<file path="config.mk">
export PLATFORM = sky130hd
export DESIGN_NAME = nbh_host
export DESIGN_NICKNAME = d
export VERILOG_FILES = /design/src/nbh_sync2.v /design/src/nbh_host.v
export VERILOG_INCLUDE_DIRS = /design/src
export SDC_FILE = /design/constraint.sdc
export NUM_CORES = 1
export LEC_CHECK = 0
export BUFFER_PORTS_ARGS = -buffer_cell sky130_fd_sc_hd__buf_4
export CAP_MARGIN = 30
export CORE_ASPECT_RATIO = 1.4
export CORE_MARGIN = 4
export CORE_UTILIZATION = 40
export DETAILED_ROUTE_END_ITERATION = 10
export SYNTH_ARGS = -nofsm -noshare
export SYNTH_HDL_FRONTEND = slang
export SYNTH_SLANG_ARGS = --single-unit
export TNS_END_PERCENT = 100
</file>
<file path="constraint.sdc">
create_clock -name clock -period 2.2 [get_ports clock]
set_clock_uncertainty 0.1 [all_clocks]
set_input_delay 0.22 -clock clock [delete_from_list [all_inputs] [get_ports clock]]
set_output_delay 0.22 -clock clock [all_outputs]
set_load 0.1 [all_outputs]
</file>
<file path="src/nbh_defs.vh">
// constants for the nand bus host controller
`ifndef NBH_DEFS_VH
`define NBH_DEFS_VH
// host request kinds
`define NBH_OP_CMD      2'h0
`define NBH_OP_ADDR     2'h1
`define NBH_OP_WDATA    2'h2
`define NBH_OP_RDATA    2'h3
// strobe timing in ns and derived cycles at 4 ns period
`define NBH_CLK_NS      4
`define NBH_T_SETUP_NS  12
`define NBH_T_LOW_NS    12
`define NBH_T_HIGH_NS   12
`define NBH_T_REA_NS    20
`define NBH_SETUP_CYC   ((`NBH_T_SETUP_NS + `NBH_CLK_NS - 1) / `NBH_CLK_NS)
`define NBH_LOW_CYC     ((`NBH_T_LOW_NS + `NBH_CLK_NS - 1) / `NBH_CLK_NS)
`define NBH_HIGH_CYC    ((`NBH_T_HIGH_NS + `NBH_CLK_NS - 1) / `NBH_CLK_NS)
`define NBH_REA_CYC     ((`NBH_T_REA_NS + `NBH_CLK_NS - 1) / `NBH_CLK_NS)
// status bit holding ready in the per-unit status byte
`define NBH_SR_READY    6
`endif

</file>
<file path="src/nbh_sync2.v">
// two flip-flop synchroniser for pin inputs
`timescale 1ns/1ns
`default_nettype none
module nbh_sync2 #(
  parameter W = 1
) (
  input  wire         clock,  // system clock
  input  wire         rst_n,  // sync reset, active low
  input  wire [W-1:0] d,      // asynchronous input
  input  wire [W-1:0] rst_val, // value loaded while reset is held
  output reg  [W-1:0] q       // synchronised output
);
  reg [W-1:0] meta_reg;  // first stage, read only by q

  // two stage chain; reset loads rst_val
  always @(posedge clock) begin
    if (!rst_n) begin
      meta_reg <= rst_val;
      q        <= rst_val;
    end else begin
      meta_reg <= d;
      q        <= meta_reg;
    end
  end
endmodule
`default_nettype wire

</file>
<file path="src/nbh_host.v">
// nand bus host controller: drives cycles over the pins of one target
// Overview of operation
// - shared lines carry cmd, addr, data both ways
// - wide mode uses sixteen bus lines
// - each channel has own bus and controls
// - latch inputs mark command, address, data cycles
// - word bit 0 lsb, byte 0 low
// - reserved bits zero, host ignores them
`timescale 1ns/1ns
`default_nettype none
`include "nbh_defs.vh"
// one instance serves one channel with its own lines and controls
// several channels are built by instantiating this block once per channel
module nbh_host (
  input  wire        clock,           // 250 mhz system clock
  input  wire        rst_n,           // sync reset, active low
  input  wire        req_valid,       // request present
  output wire        req_ready,       // request taken this cycle
  input  wire [1:0]  req_op,          // cycle kind
  input  wire [15:0] req_wdata,       // command, address or write data
  input  wire        req_last,        // release select after this cycle
  input  wire        req_wait_ready,  // wait for ready before the cycle
  input  wire        wide_mode,       // sixteen line bus
  output reg         rsp_valid,       // read word valid, one cycle
  output reg  [15:0] rsp_rdata,       // read word, unused lanes zero
  output reg         status_ready,    // synchronised ready/busy level
  output reg         target_select_n, // chip enable pin
  output reg         cmd_latch,       // command latch pin
  output reg         addr_latch,      // address latch pin
  output reg         write_strobe_n,  // write enable pin
  output reg         read_strobe_n,   // read enable pin
  output reg  [15:0] wide_bus_lines_o, // bus output value
  output reg         wide_bus_lines_oe, // high while host drives bus
  input  wire [15:0] wide_bus_lines_i, // bus input value
  input  wire        ready_busy_n_i   // open-drain ready/busy pin
);
  // one bus cycle walks idle, wait, setup, low, high and back to idle;
  // wait holds off a cycle until ready/busy shows ready, if asked;
  // setup puts select, latches and bus out ahead of the strobe;
  // low holds the strobe low, high holds the bus past the rising edge;
  // a read leaves the bus undriven so the target can answer;
  // every phase lasts at least one cycle even if its count is zero
  // states
  localparam S_IDLE  = 3'h0;
  localparam S_WAIT  = 3'h1;
  localparam S_SETUP = 3'h2;
  localparam S_LOW   = 3'h3;
  localparam S_HIGH  = 3'h4;

  // timing counts in cycles, cut to the counter width on purpose
  localparam integer SETUP_I = `NBH_SETUP_CYC;  // setup cycles, full width
  localparam integer LOW_I   = `NBH_LOW_CYC;    // strobe low cycles, full width
  localparam integer HIGH_I  = `NBH_HIGH_CYC;   // strobe high cycles, full width
  localparam integer REA_I   = `NBH_REA_CYC;    // read access cycles, full width
  localparam [3:0]   SETUP_N = SETUP_I[3:0];    // setup cycles
  localparam [3:0]   LOW_N   = LOW_I[3:0];      // strobe low cycles
  localparam [3:0]   HIGH_N  = HIGH_I[3:0];     // strobe high cycles
  localparam [3:0]   REA_N   = REA_I[3:0];      // read access cycles

  reg  [2:0]  state_reg;     // current state
  reg  [3:0]  cnt_reg;       // phase counter
  reg  [1:0]  op_reg;        // latched kind
  reg  [15:0] wdata_reg;     // latched write word
  reg         last_reg;      // latched release flag
  reg         wait_reg;      // latched wait flag
  wire [15:0] bus_sync;      // synchronised bus
  wire        rb_sync;       // synchronised ready/busy

  // pins pass two flops before use; the read word therefore shows
  // the lines two cycles before the read strobe rises, three cycles
  // after it falls, as the access count is not lengthened for them
  nbh_sync2 #(.W(17)) u_sync (
    .clock   (clock),
    .rst_n   (rst_n),
    .d       ({ready_busy_n_i, wide_bus_lines_i}),
    .rst_val (17'h00000),
    .q       ({rb_sync, bus_sync})
  );

  // mask upper lane in byte mode; low byte is byte 0
  // shared by the write word and the read word
  function [15:0] lane_mask;
    input [15:0] v;
    input        wide;
    begin
      lane_mask = wide ? v : {8'h00, v[7:0]};
    end
  endfunction

  // phase length helper
  // a zero count would otherwise wrap to sixteen cycles
  function [3:0] at_least1;
    input [3:0] n;
    begin
      at_least1 = (n == 4'h0) ? 4'h1 : n;
    end
  endfunction

  // combinational ready: a request waits, never drops, while busy
  assign req_ready = (state_reg == S_IDLE);  // taken on valid and ready

  // main sequencer
  always @(posedge clock) begin
    if (!rst_n) begin
      // pins idle: target released, strobes high, bus not driven
      state_reg         <= S_IDLE;
      cnt_reg           <= 4'h0;
      op_reg            <= 2'h0;
      wdata_reg         <= 16'h0000;
      last_reg          <= 1'b0;
      wait_reg          <= 1'b0;
      rsp_valid         <= 1'b0;
      rsp_rdata         <= 16'h0000;
      status_ready      <= 1'b0;
      target_select_n   <= 1'b1;
      cmd_latch         <= 1'b0;
      addr_latch        <= 1'b0;
      write_strobe_n    <= 1'b1;
      read_strobe_n     <= 1'b1;
      wide_bus_lines_o  <= 16'h0000;
      wide_bus_lines_oe <= 1'b0;
    end else begin
      // read pulse lasts one cycle unless set below
      rsp_valid    <= 1'b0;
      // third flop gives the user a clean ready level
      status_ready <= rb_sync;  // low means busy
      case (state_reg)
        // idle: copy the request when it is offered
        S_IDLE: begin
          if (req_valid) begin
            op_reg    <= req_op;
            wdata_reg <= lane_mask(req_wdata, wide_mode);
            last_reg  <= req_last;
            wait_reg  <= req_wait_ready;
            state_reg <= S_WAIT;
          end
        end
        // wait: hold off until ready if the request asks for it
        S_WAIT: begin
          // poll ready before dependent cycles
          if (!wait_reg || rb_sync) begin
            target_select_n <= 1'b0;  // select target
            cmd_latch  <= (op_reg == `NBH_OP_CMD);
            addr_latch <= (op_reg == `NBH_OP_ADDR);
            wide_bus_lines_o  <= wdata_reg;
            wide_bus_lines_oe <= (op_reg != `NBH_OP_RDATA);
            cnt_reg   <= at_least1(SETUP_N);
            state_reg <= S_SETUP;
          end
          // otherwise stay; pins keep their previous levels
        end
        // setup: select, latches and bus stand before the strobe falls
        S_SETUP: begin
          if (cnt_reg == 4'h1) begin
            if (op_reg == `NBH_OP_RDATA) begin
              // read: strobe low at least the access time
              read_strobe_n <= 1'b0;
              cnt_reg       <= at_least1(REA_N > LOW_N ? REA_N : LOW_N);
            end else begin
              // write: open the write pulse
              write_strobe_n <= 1'b0;
              cnt_reg        <= at_least1(LOW_N);
            end
            state_reg <= S_LOW;
          end else begin
            // count the setup phase down
            cnt_reg <= cnt_reg - 4'h1;
          end
        end
        // low: strobe held low, then raised
        S_LOW: begin
          if (cnt_reg == 4'h1) begin
            // rising write edge latches in target
            write_strobe_n <= 1'b1;
            if (op_reg == `NBH_OP_RDATA) begin
              // raise the strobe and keep the lines seen two cycles before
              read_strobe_n <= 1'b1;
              rsp_rdata     <= lane_mask(bus_sync, wide_mode);
              rsp_valid     <= 1'b1;
            end
            cnt_reg   <= at_least1(HIGH_N);
            state_reg <= S_HIGH;
          end else begin
            // count the low phase down
            cnt_reg <= cnt_reg - 4'h1;
          end
        end
        // high: bus held past the rising edge, then latches dropped
        S_HIGH: begin
          if (cnt_reg == 4'h1) begin
            cmd_latch         <= 1'b0;
            addr_latch        <= 1'b0;
            wide_bus_lines_oe <= 1'b0;
            if (last_reg) begin
              target_select_n <= 1'b1;  // release for standby
            end
            // select stays low between cycles of one sequence
            state_reg <= S_IDLE;
          end else begin
            // count the high phase down
            cnt_reg <= cnt_reg - 4'h1;
          end
        end
        // unused state codes fall back to idle
        default: begin
          state_reg <= S_IDLE;
        end
      endcase
    end
  end
endmodule
`default_nettype wire

</file>
==> results of run 1 <==
==> per-stage QoR <==
stage                     hold WS [ns]  std cells  total power, mW
final                          0.00740        588             4.10
after global routing           0.00363        588             4.30
after CTS                      0.00465        588             4.16
after detailed placement         0.319        560             2.69
after global placement           0.316        560             2.68
after floorplan                  0.247        396             2.52
==> cell usage in the layout (no fill, tap or decap), types with 2 or more instances in the layout <==
cell type      count
dfxtp_1          101
buf_4             90
nand2_1           79
a21oi_1           44
nand3_1           42
and2_1            37
o21ai_0           19
dlygate4sd3_1     14
clkbuf_16          9
nor2_1             6
nor3_1             4
inv_1              3
nor2b_1            3
clkinvlp_4         3
a211oi_1           2
nand2b_1           2
ha_1               2
clkbuf_8           2
==> Yosys cell counts (3+ instances only) <==
cell and instances:
a21oi_1 44, and2_1 37, buf_2 8, buf_6 4, clkbuf_1 16, dfxtp_1 101
inv_1 3, nand2_1 79, nand3_1 42, nor2_1 6, nor2b_1 3, nor3_1 4
o21ai_0 19
==> critical path, stage by stage (launching register included) <==
cell     delay, ns
dfxtp_1       0.40
ha_1          0.20
or3b_1        0.49
a21o_1        0.24
o311a_1       0.30
==> final timing paths <==
| path | from | end | slack, ns | cells after the start |
|---|---|---|---|---|
| min | ready_busy_n_i | u_sync.meta_reg[16]$_SDFF_PN0_ | 0.007 | 2 |
| min reg2reg | u_sync.meta_reg[5]$_SDFF_PN0_ | u_sync.q[5]$_SDFF_PN0_ | 0.33 | 1 |
| max reg2reg | cnt_reg[0]$_SDFFE_PN0P_ | cnt_reg[0]$_SDFFE_PN0P_ | 0.35 | 4 |
| max | cnt_reg[0]$_SDFFE_PN0P_ | cnt_reg[0]$_SDFFE_PN0P_ | 0.35 | 4 |
==> layout make-up <==
class | instances | area, um2 | area share
Tap cell | 105 | 131 | 0.0285
Clock inverter | 3 | 22.5 | 0.00488
Inverter | 4 | 15.0 | 0.00325
Timing Repair Buffer | 104 | 816 | 0.177
Multi-Input combinational cell | 260 | 1360 | 0.294
Sequential cell | 101 | 2020 | 0.438
Clock buffer | 11 | 253 | 0.0548
==> cell families (layout without fill, tap and decap cells) <==
kind of cell,Yosys count,in the layout,share of synthesized area
buffers and inverters,35,122,0.0504
DFF,101,101,0.569
AOI/OAI and AO/OA,74,74,0.113
adders and majority gates,2,2,0.00705
and+or+nand+nor,184,184,0.260
==> per-layer routing <==
metal / track usage / vias up
met4: 0.0720 / 0
met3: 0.0318 / 12
met5: 0 / -
met1: 0.176 / 1295
met2: 0.242 / 78
li1: - / 1480
==> power groups by stage <==
stage / sequential (mW) / clock [mW] / combinational (mW)
3_3_place_gp: 2.03 / 0 / 0.642
6_report: 2.00 / 1.44 / 0.663
2_1_floorplan: 2.14 / 0 / 0.381
4_1_cts: 2.00 / 1.49 / 0.672
5_1_grt: 2.01 / 1.57 / 0.722
3_5_place_dp: 2.04 / 0 / 0.649
==> results.md, run 1 <==
* Post-synthesis register bit count at roughly 100
* Setup bufs post-CTS at 0
* Share of the synthesized area in the top cell type at 0.569
* Setup tns final at 0 ns
* Met3 routed WL at approximately 490 um
* Fmax at approximately 540 MHz
* Fillers at 835
* Inserted Clock Buffers at 9
* Tot GR Track Use at 0.146
* Drt drc at 0
* Pwr dens at 889 nW/um2
* Net Sw Power at about 1.1 mW
* Design Area, Final at between 4000 and 5000 um2
* Die span in y at 119 um
* RePlAce Congestion at 0.759
* Synth area leader: dfxtp_1
* Row count at 40
* Switching power share of the total at 0.276
* Clock share of power at 0.352
* I/O Buffers at 81
* Number of global-route vias before repair at approximately 2700
* Slew Limit Fails at 0
* Seq/Total Area, Yosys at 0.569
* Final count of negative-setup-slack endpoints at 0
* Worst setup EP type: flip-flop
* Final critical-path share of the clock period at 0.839
* Synthesis warning total at 0
* Startpoint types: flip-flop
* Leak at roughly 1.9 nW
* Status: finished, final reports clean
* Max Used Layer: met4
* Placement Cell Area at around 4200 um2
* Synthesis-to-layout area growth at 30.0%
* RSZ-0062 raised after global routing: no
* Minimum clock period at ~1.8 ns
* EDFF count, synth at 0
* Number of DRC markers in iteration 0 at 57
* Clock Tree Buf Depth at 2
* CTS tree: done
* # resized after CTS at 0
* Worst EP required at between 2 and 2.5 ns
* IO Pins at slightly above 80
* Syn Nets at ~440
* Mean post-synth cell area at 8.97 um2
* MaxCap Viol Count at 0
* Pin count of the biggest net entering global routing at between 60 and 70
* Top FF cell, synth: dfxtp_1
* First-pass GRT wire length at about 12000 um
* Sequential share of power at 0.487
* Worst Setup Path Type: reg2reg
* Mapped Cells at roughly 400
* Gate power share at 0.162
* Final hold vios at 0
* Post-DR wirelength/cell at 12.8 um
* Post-Syn Area at around 3600 um2
* Clock Root Buffer: clkbuf_16
* Finished Core Util at 0.536
* Vias at between 2000 and 3000
* Max_slew headroom at 0.536
* Vias/cell at 4.87
* Cts hold-fix bufs at 14
* Clock-pin slew on the worst setup and hold paths at ~0.060 ns
* Antenna Cells at 0
* Pre-CTS setup slack at 0.379 ns
* Maximum vdd drop at approximately 0.5 mV
* Data arrival, critical path at slightly below 2 ns
* Worst-margin pin slew at 0.694 ns
* # nets final at 523
* M1 WL at roughly 3200 um
* Synth top area cells: dfxtp_1 57%, nand2_1 8.4%, and2_1 6.5%, a21oi_1 6.2%, nand3_1 5.9%
* DIE AREA at 10500 um2
* Sink Count at slightly above 100
* CP max FO at 8
* Routed WL at around 7500 um
* Number of H-tree levels at 3
* Min-Delay Path Class: in2reg
* Netlist cell types at 39
* Post-DP HPWL at a little over 5000 um
* Grt total ovfl at 0
* Layout cell share with drive strength beyond 1 at 0.224
* Core ar. at between 8000 and 9000 um2
* Post-route ant nets at 0
* Routed met2 length at approximately 3700 um
* Clock Latency Late Sink at roughly 0.33 ns
* Drt pass-1 iters at 4
* P_int at 2.97 mW
* Initial antenna violation count at 0
* Initial Util at 0.413
* Setup ws final at approximately 0.35 ns
* Die W at a little under 90 um
* Async S/R FF share, synth at 0
Power figures use the tool's default switching activity.
==> run 2: changes to the inputs <==
clock period = 1.5 ns   (was 2.2 ns; I/O delays follow)
==> run 2 against run 1 <==
Non-clock buffer count up 50. The run now ends with setup timing left. Sequential cell count unchanged. Fmax up 14%. Clock power up 69%. Cell count up 9.4%. Clock-buffer cell count up 3. Critical path type unchanged. Core utilization up 11 points. Design area up 20%. Register-to-register slack worse by 0.48 ns. Setup slack worse by 0.48 ns. Critical endpoint is now cnt_reg[1]$_SDFFE_PN0P_. First-iteration DRC count down 5.3%. Via count up 11%.
==> results.md, run 2 (synthesized netlist as in run 1, its figures left out) <==
* Vias/cell at 4.94 (was 4.87)
* Pwr dens at 1240 nW/um2 (was 889 nW/um2)
* R2r setup slk at -0.12 ns (was 0.35 ns)
* Initial Util at 0.413 (unchanged)
* Number of H-tree levels at 3 (unchanged)
* Fillers at 717 (was 835)
* Pin count of the biggest net entering global routing at 50 (was 64)
* Worst setup EP type: flip-flop (unchanged)
* Clock-pin slew on the worst setup and hold paths at 0.07 ns (was 0.06 ns)
* Cells on worst reg2reg path at 6 (was 4)
* Drt drc at 0 (unchanged)
* I/O Buffers at 81 (unchanged)
* Core ar. at 8610 um2 (unchanged)
* # nets final at 576 (was 523)
* Worst-margin pin slew at 0.309 ns (was 0.694 ns)
* Final critical-path share of the clock period at 1.08 (was 0.839)
* Status: finished, violations left (was finished, final reports clean)
* Initial antenna violation count at 0 (unchanged)
* Final count of negative-setup-slack endpoints at 31 (was 0)
* RSZ-0062 raised after global routing: yes (was no)
* Clock Tree Buf Depth at 2 (unchanged)
* Data arrival, critical path at 1.75 ns (was 1.96 ns)
* Leak at 2.21 nW (was 1.86 nW)
* Worst setup path startpoint: cnt_reg[1]$_SDFFE_PN0P_ (was cnt_reg[0]$_SDFFE_PN0P_)
* Slowest-stage cell, CP: or3b_4 (was or3b_1)
* Drt pass-1 iters at 4 (unchanged)
* Minimum clock period at 1.62 ns (was 1.85 ns)
* Final hold vios at 0 (unchanged)
* Tot GR Track Use at 0.168 (was 0.146)
* Setup ws final at -0.124 ns (was 0.354 ns)
* Number of global-route vias before repair at 3045 (was 2692)
* Inserted Clock Buffers at 9 (unchanged)
* DIE AREA at 10500 um2 (unchanged)
* Clock Root Buffer: clkbuf_16 (unchanged)
* Reg area at 2040 um2 (was 2020 um2)
* CP max FO at 5 (was 8)
* IO Pins at 82 (unchanged)
* Post-DR wirelength/cell at 13.4 um (was 12.8 um)
* Multi-input combinational cell area at 1700 um2 (was 1360 um2)
* Clock Latency Late Sink at 0.34 ns (was 0.33 ns)
* Max_slew headroom at 0.793 (was 0.536)
* Min-Delay Path Class: in2reg (unchanged)
* MaxCap Viol Count at 0 (unchanged)
* Reg-to-reg critical path startpoint: cnt_reg[1]$_SDFFE_PN0P_ (was cnt_reg[0]$_SDFFE_PN0P_)
* Number of DRC markers in iteration 0 at 54 (was 57)
* Dpl cells at 577 (was 560)
* First-pass GRT wire length at 13900 um (was 12200 um)
* Startpoint types: flip-flop (unchanged)
* Grt total ovfl at 0 (unchanged)
* Post-route ant nets at 0 (unchanged)
* Routed WL at 8630 um (was 7510 um)
* Worst Setup Path Type: reg2reg (unchanged)
* Sink Count at 101 (unchanged)
* Cells along the critical path: inv_2 -> ha_4 -> or3b_4 -> a21o_1 -> o311ai_1 -> nor2_1 (was ha_1 -> or3b_1 -> a21o_1 -> o311a_1)
* Fin cells at 643 (was 588)
* CTS tree: done (unchanged)
* Die W at 87.6 um (unchanged)
* Antenna Cells at 0 (unchanged)
* Die span in y at 119 um (unchanged)
* Fmax at 616 MHz (was 542 MHz)
* Row count at 40 (unchanged)
* Vias at 3176 (was 2865)
* Slew Limit Fails at 0 (unchanged)
* Post-DP HPWL at 5550 um (was 5170 um)
* Design Power at 6.86 mW (was 4.10 mW)
* Worst r2r dst: cnt_reg[1]$_SDFFE_PN0P_ (was cnt_reg[0]$_SDFFE_PN0P_)
* Layout cell share with drive strength beyond 1 at 0.383 (was 0.224)
* Maximum vdd drop at 0.938 mV (was 0.492 mV)
* Commonest non-fill, non-tap cells in the layout: 106 x buf_4, 96 x dfxtp_1, 69 x nand2_1 (was 101 x dfxtp_1, 90 x buf_4, 79 x nand2_1)
* Commonest non-fill, non-tap cell in the layout: buf_4 (was dfxtp_1)
* RePlAce Congestion at 0.820 (was 0.759)
* Worst EP required at 1.62 ns (was 2.32 ns)
* Failing checks: setup timing
* Worst setup endpoint: cnt_reg[1]$_SDFFE_PN0P_ (was cnt_reg[0]$_SDFFE_PN0P_)
* Synthesis-to-layout area growth at 55.5% (was 30.0%)
* CP max stage delay at 0.42 ns (was 0.49 ns)
[run 2: cell types whose count changed in the layout (fill, tap and decap cells not counted), moves of 14 or more]
cell / change
buf_4: +16
nand3_2: +26
a21oi_1: -14
o21ai_1: +14
nand3_1: -26
dlygate4sd3_1: +23
o21ai_0: -16
[run 2: final cells by class]
type | count | share of cell area
clock buffer | 14 | 0.0517
clock inverter | 2 | 0.00680
inverter | 4 | 0.00272
multi-input combinational | 263 | 0.308
sequential | 101 | 0.369
tap | 105 | 0.0238
timing repair buffer | 154 | 0.238
[run 2: layer usage]
layer,track usage,part of all wire
met4,0.0960,0.035
met5,0,0
met2,0.297,0.54
met3,0.0332,0.048
met1,0.180,0.38
[run 2: through the flow]
stage | setup WS, ns | hold slack (ns) | util | cell area, um2 | TNS, ns
2_1_floorplan | -0.536 | 0.177 | - | 3680 | -11.01
3_3_place_gp | -0.150 | 0.260 | 0.516 | 4440 | -0.459
3_5_place_dp | -0.190 | 0.264 | 0.516 | 4440 | -0.843
4_1_cts | -0.126 | 0.000110 | 0.607 | 5230 | -0.526
5_1_grt | -0.210 | 0.0808 | 0.641 | 5520 | -5.24
6_report | -0.124 | 0.0719 | 0.641 | 5520 | -2.58
[run 2: repair_timing]
item	4_1_cts	5_1_grt
resized for setup	22	57
hold buffers	36	1
hold endpoints to repair	36	1
setup endpoints to repair	25	59
cloned	1	2
pin swaps	11	29
buffers inserted	4	7
[run 2: power breakdown]
part           leakage (nW)  internal (mW)  total (mW)  switching, mW
Combinational          1.23          0.662        1.51          0.848
Clock                 0.154           1.49        2.43          0.948
Sequential            0.828           2.83        2.91         0.0799
Total                  2.21           4.98        6.86           1.88
[run 2: worst min-delay path by stage]
stage	cells after the start	slack (ns)	start	endpoint
after floorplan	1	0.18	wide_bus_lines_i[0]	u_sync.meta_reg[0]$_SDFF_PN0_
after global placement	2	0.26	wide_bus_lines_i[12]	u_sync.meta_reg[12]$_SDFF_PN0_
after detailed placement	2	0.26	wide_bus_lines_i[12]	u_sync.meta_reg[12]$_SDFF_PN0_
after CTS	3	0.0001	req_wdata[9]	wdata_reg[9]$_SDFFE_PN0P_
after global routing	3	0.08	wide_mode	wdata_reg[10]$_SDFFE_PN0P_
final	3	0.07	rst_n	state_reg[2]$_SDFFE_PN0P_
[run 2: worst max-delay path: cells and delay by family (launching register included)]
family | cells | cell delay (ns)
flip-flops | 1 | 0.32
AND/OR/NAND/NOR | 2 | 0.48
adder cells (fa/ha/maj) | 1 | 0.12
AO/OA/AOI/OAI | 2 | 0.43
buffers and inverters | 1 | 0.07
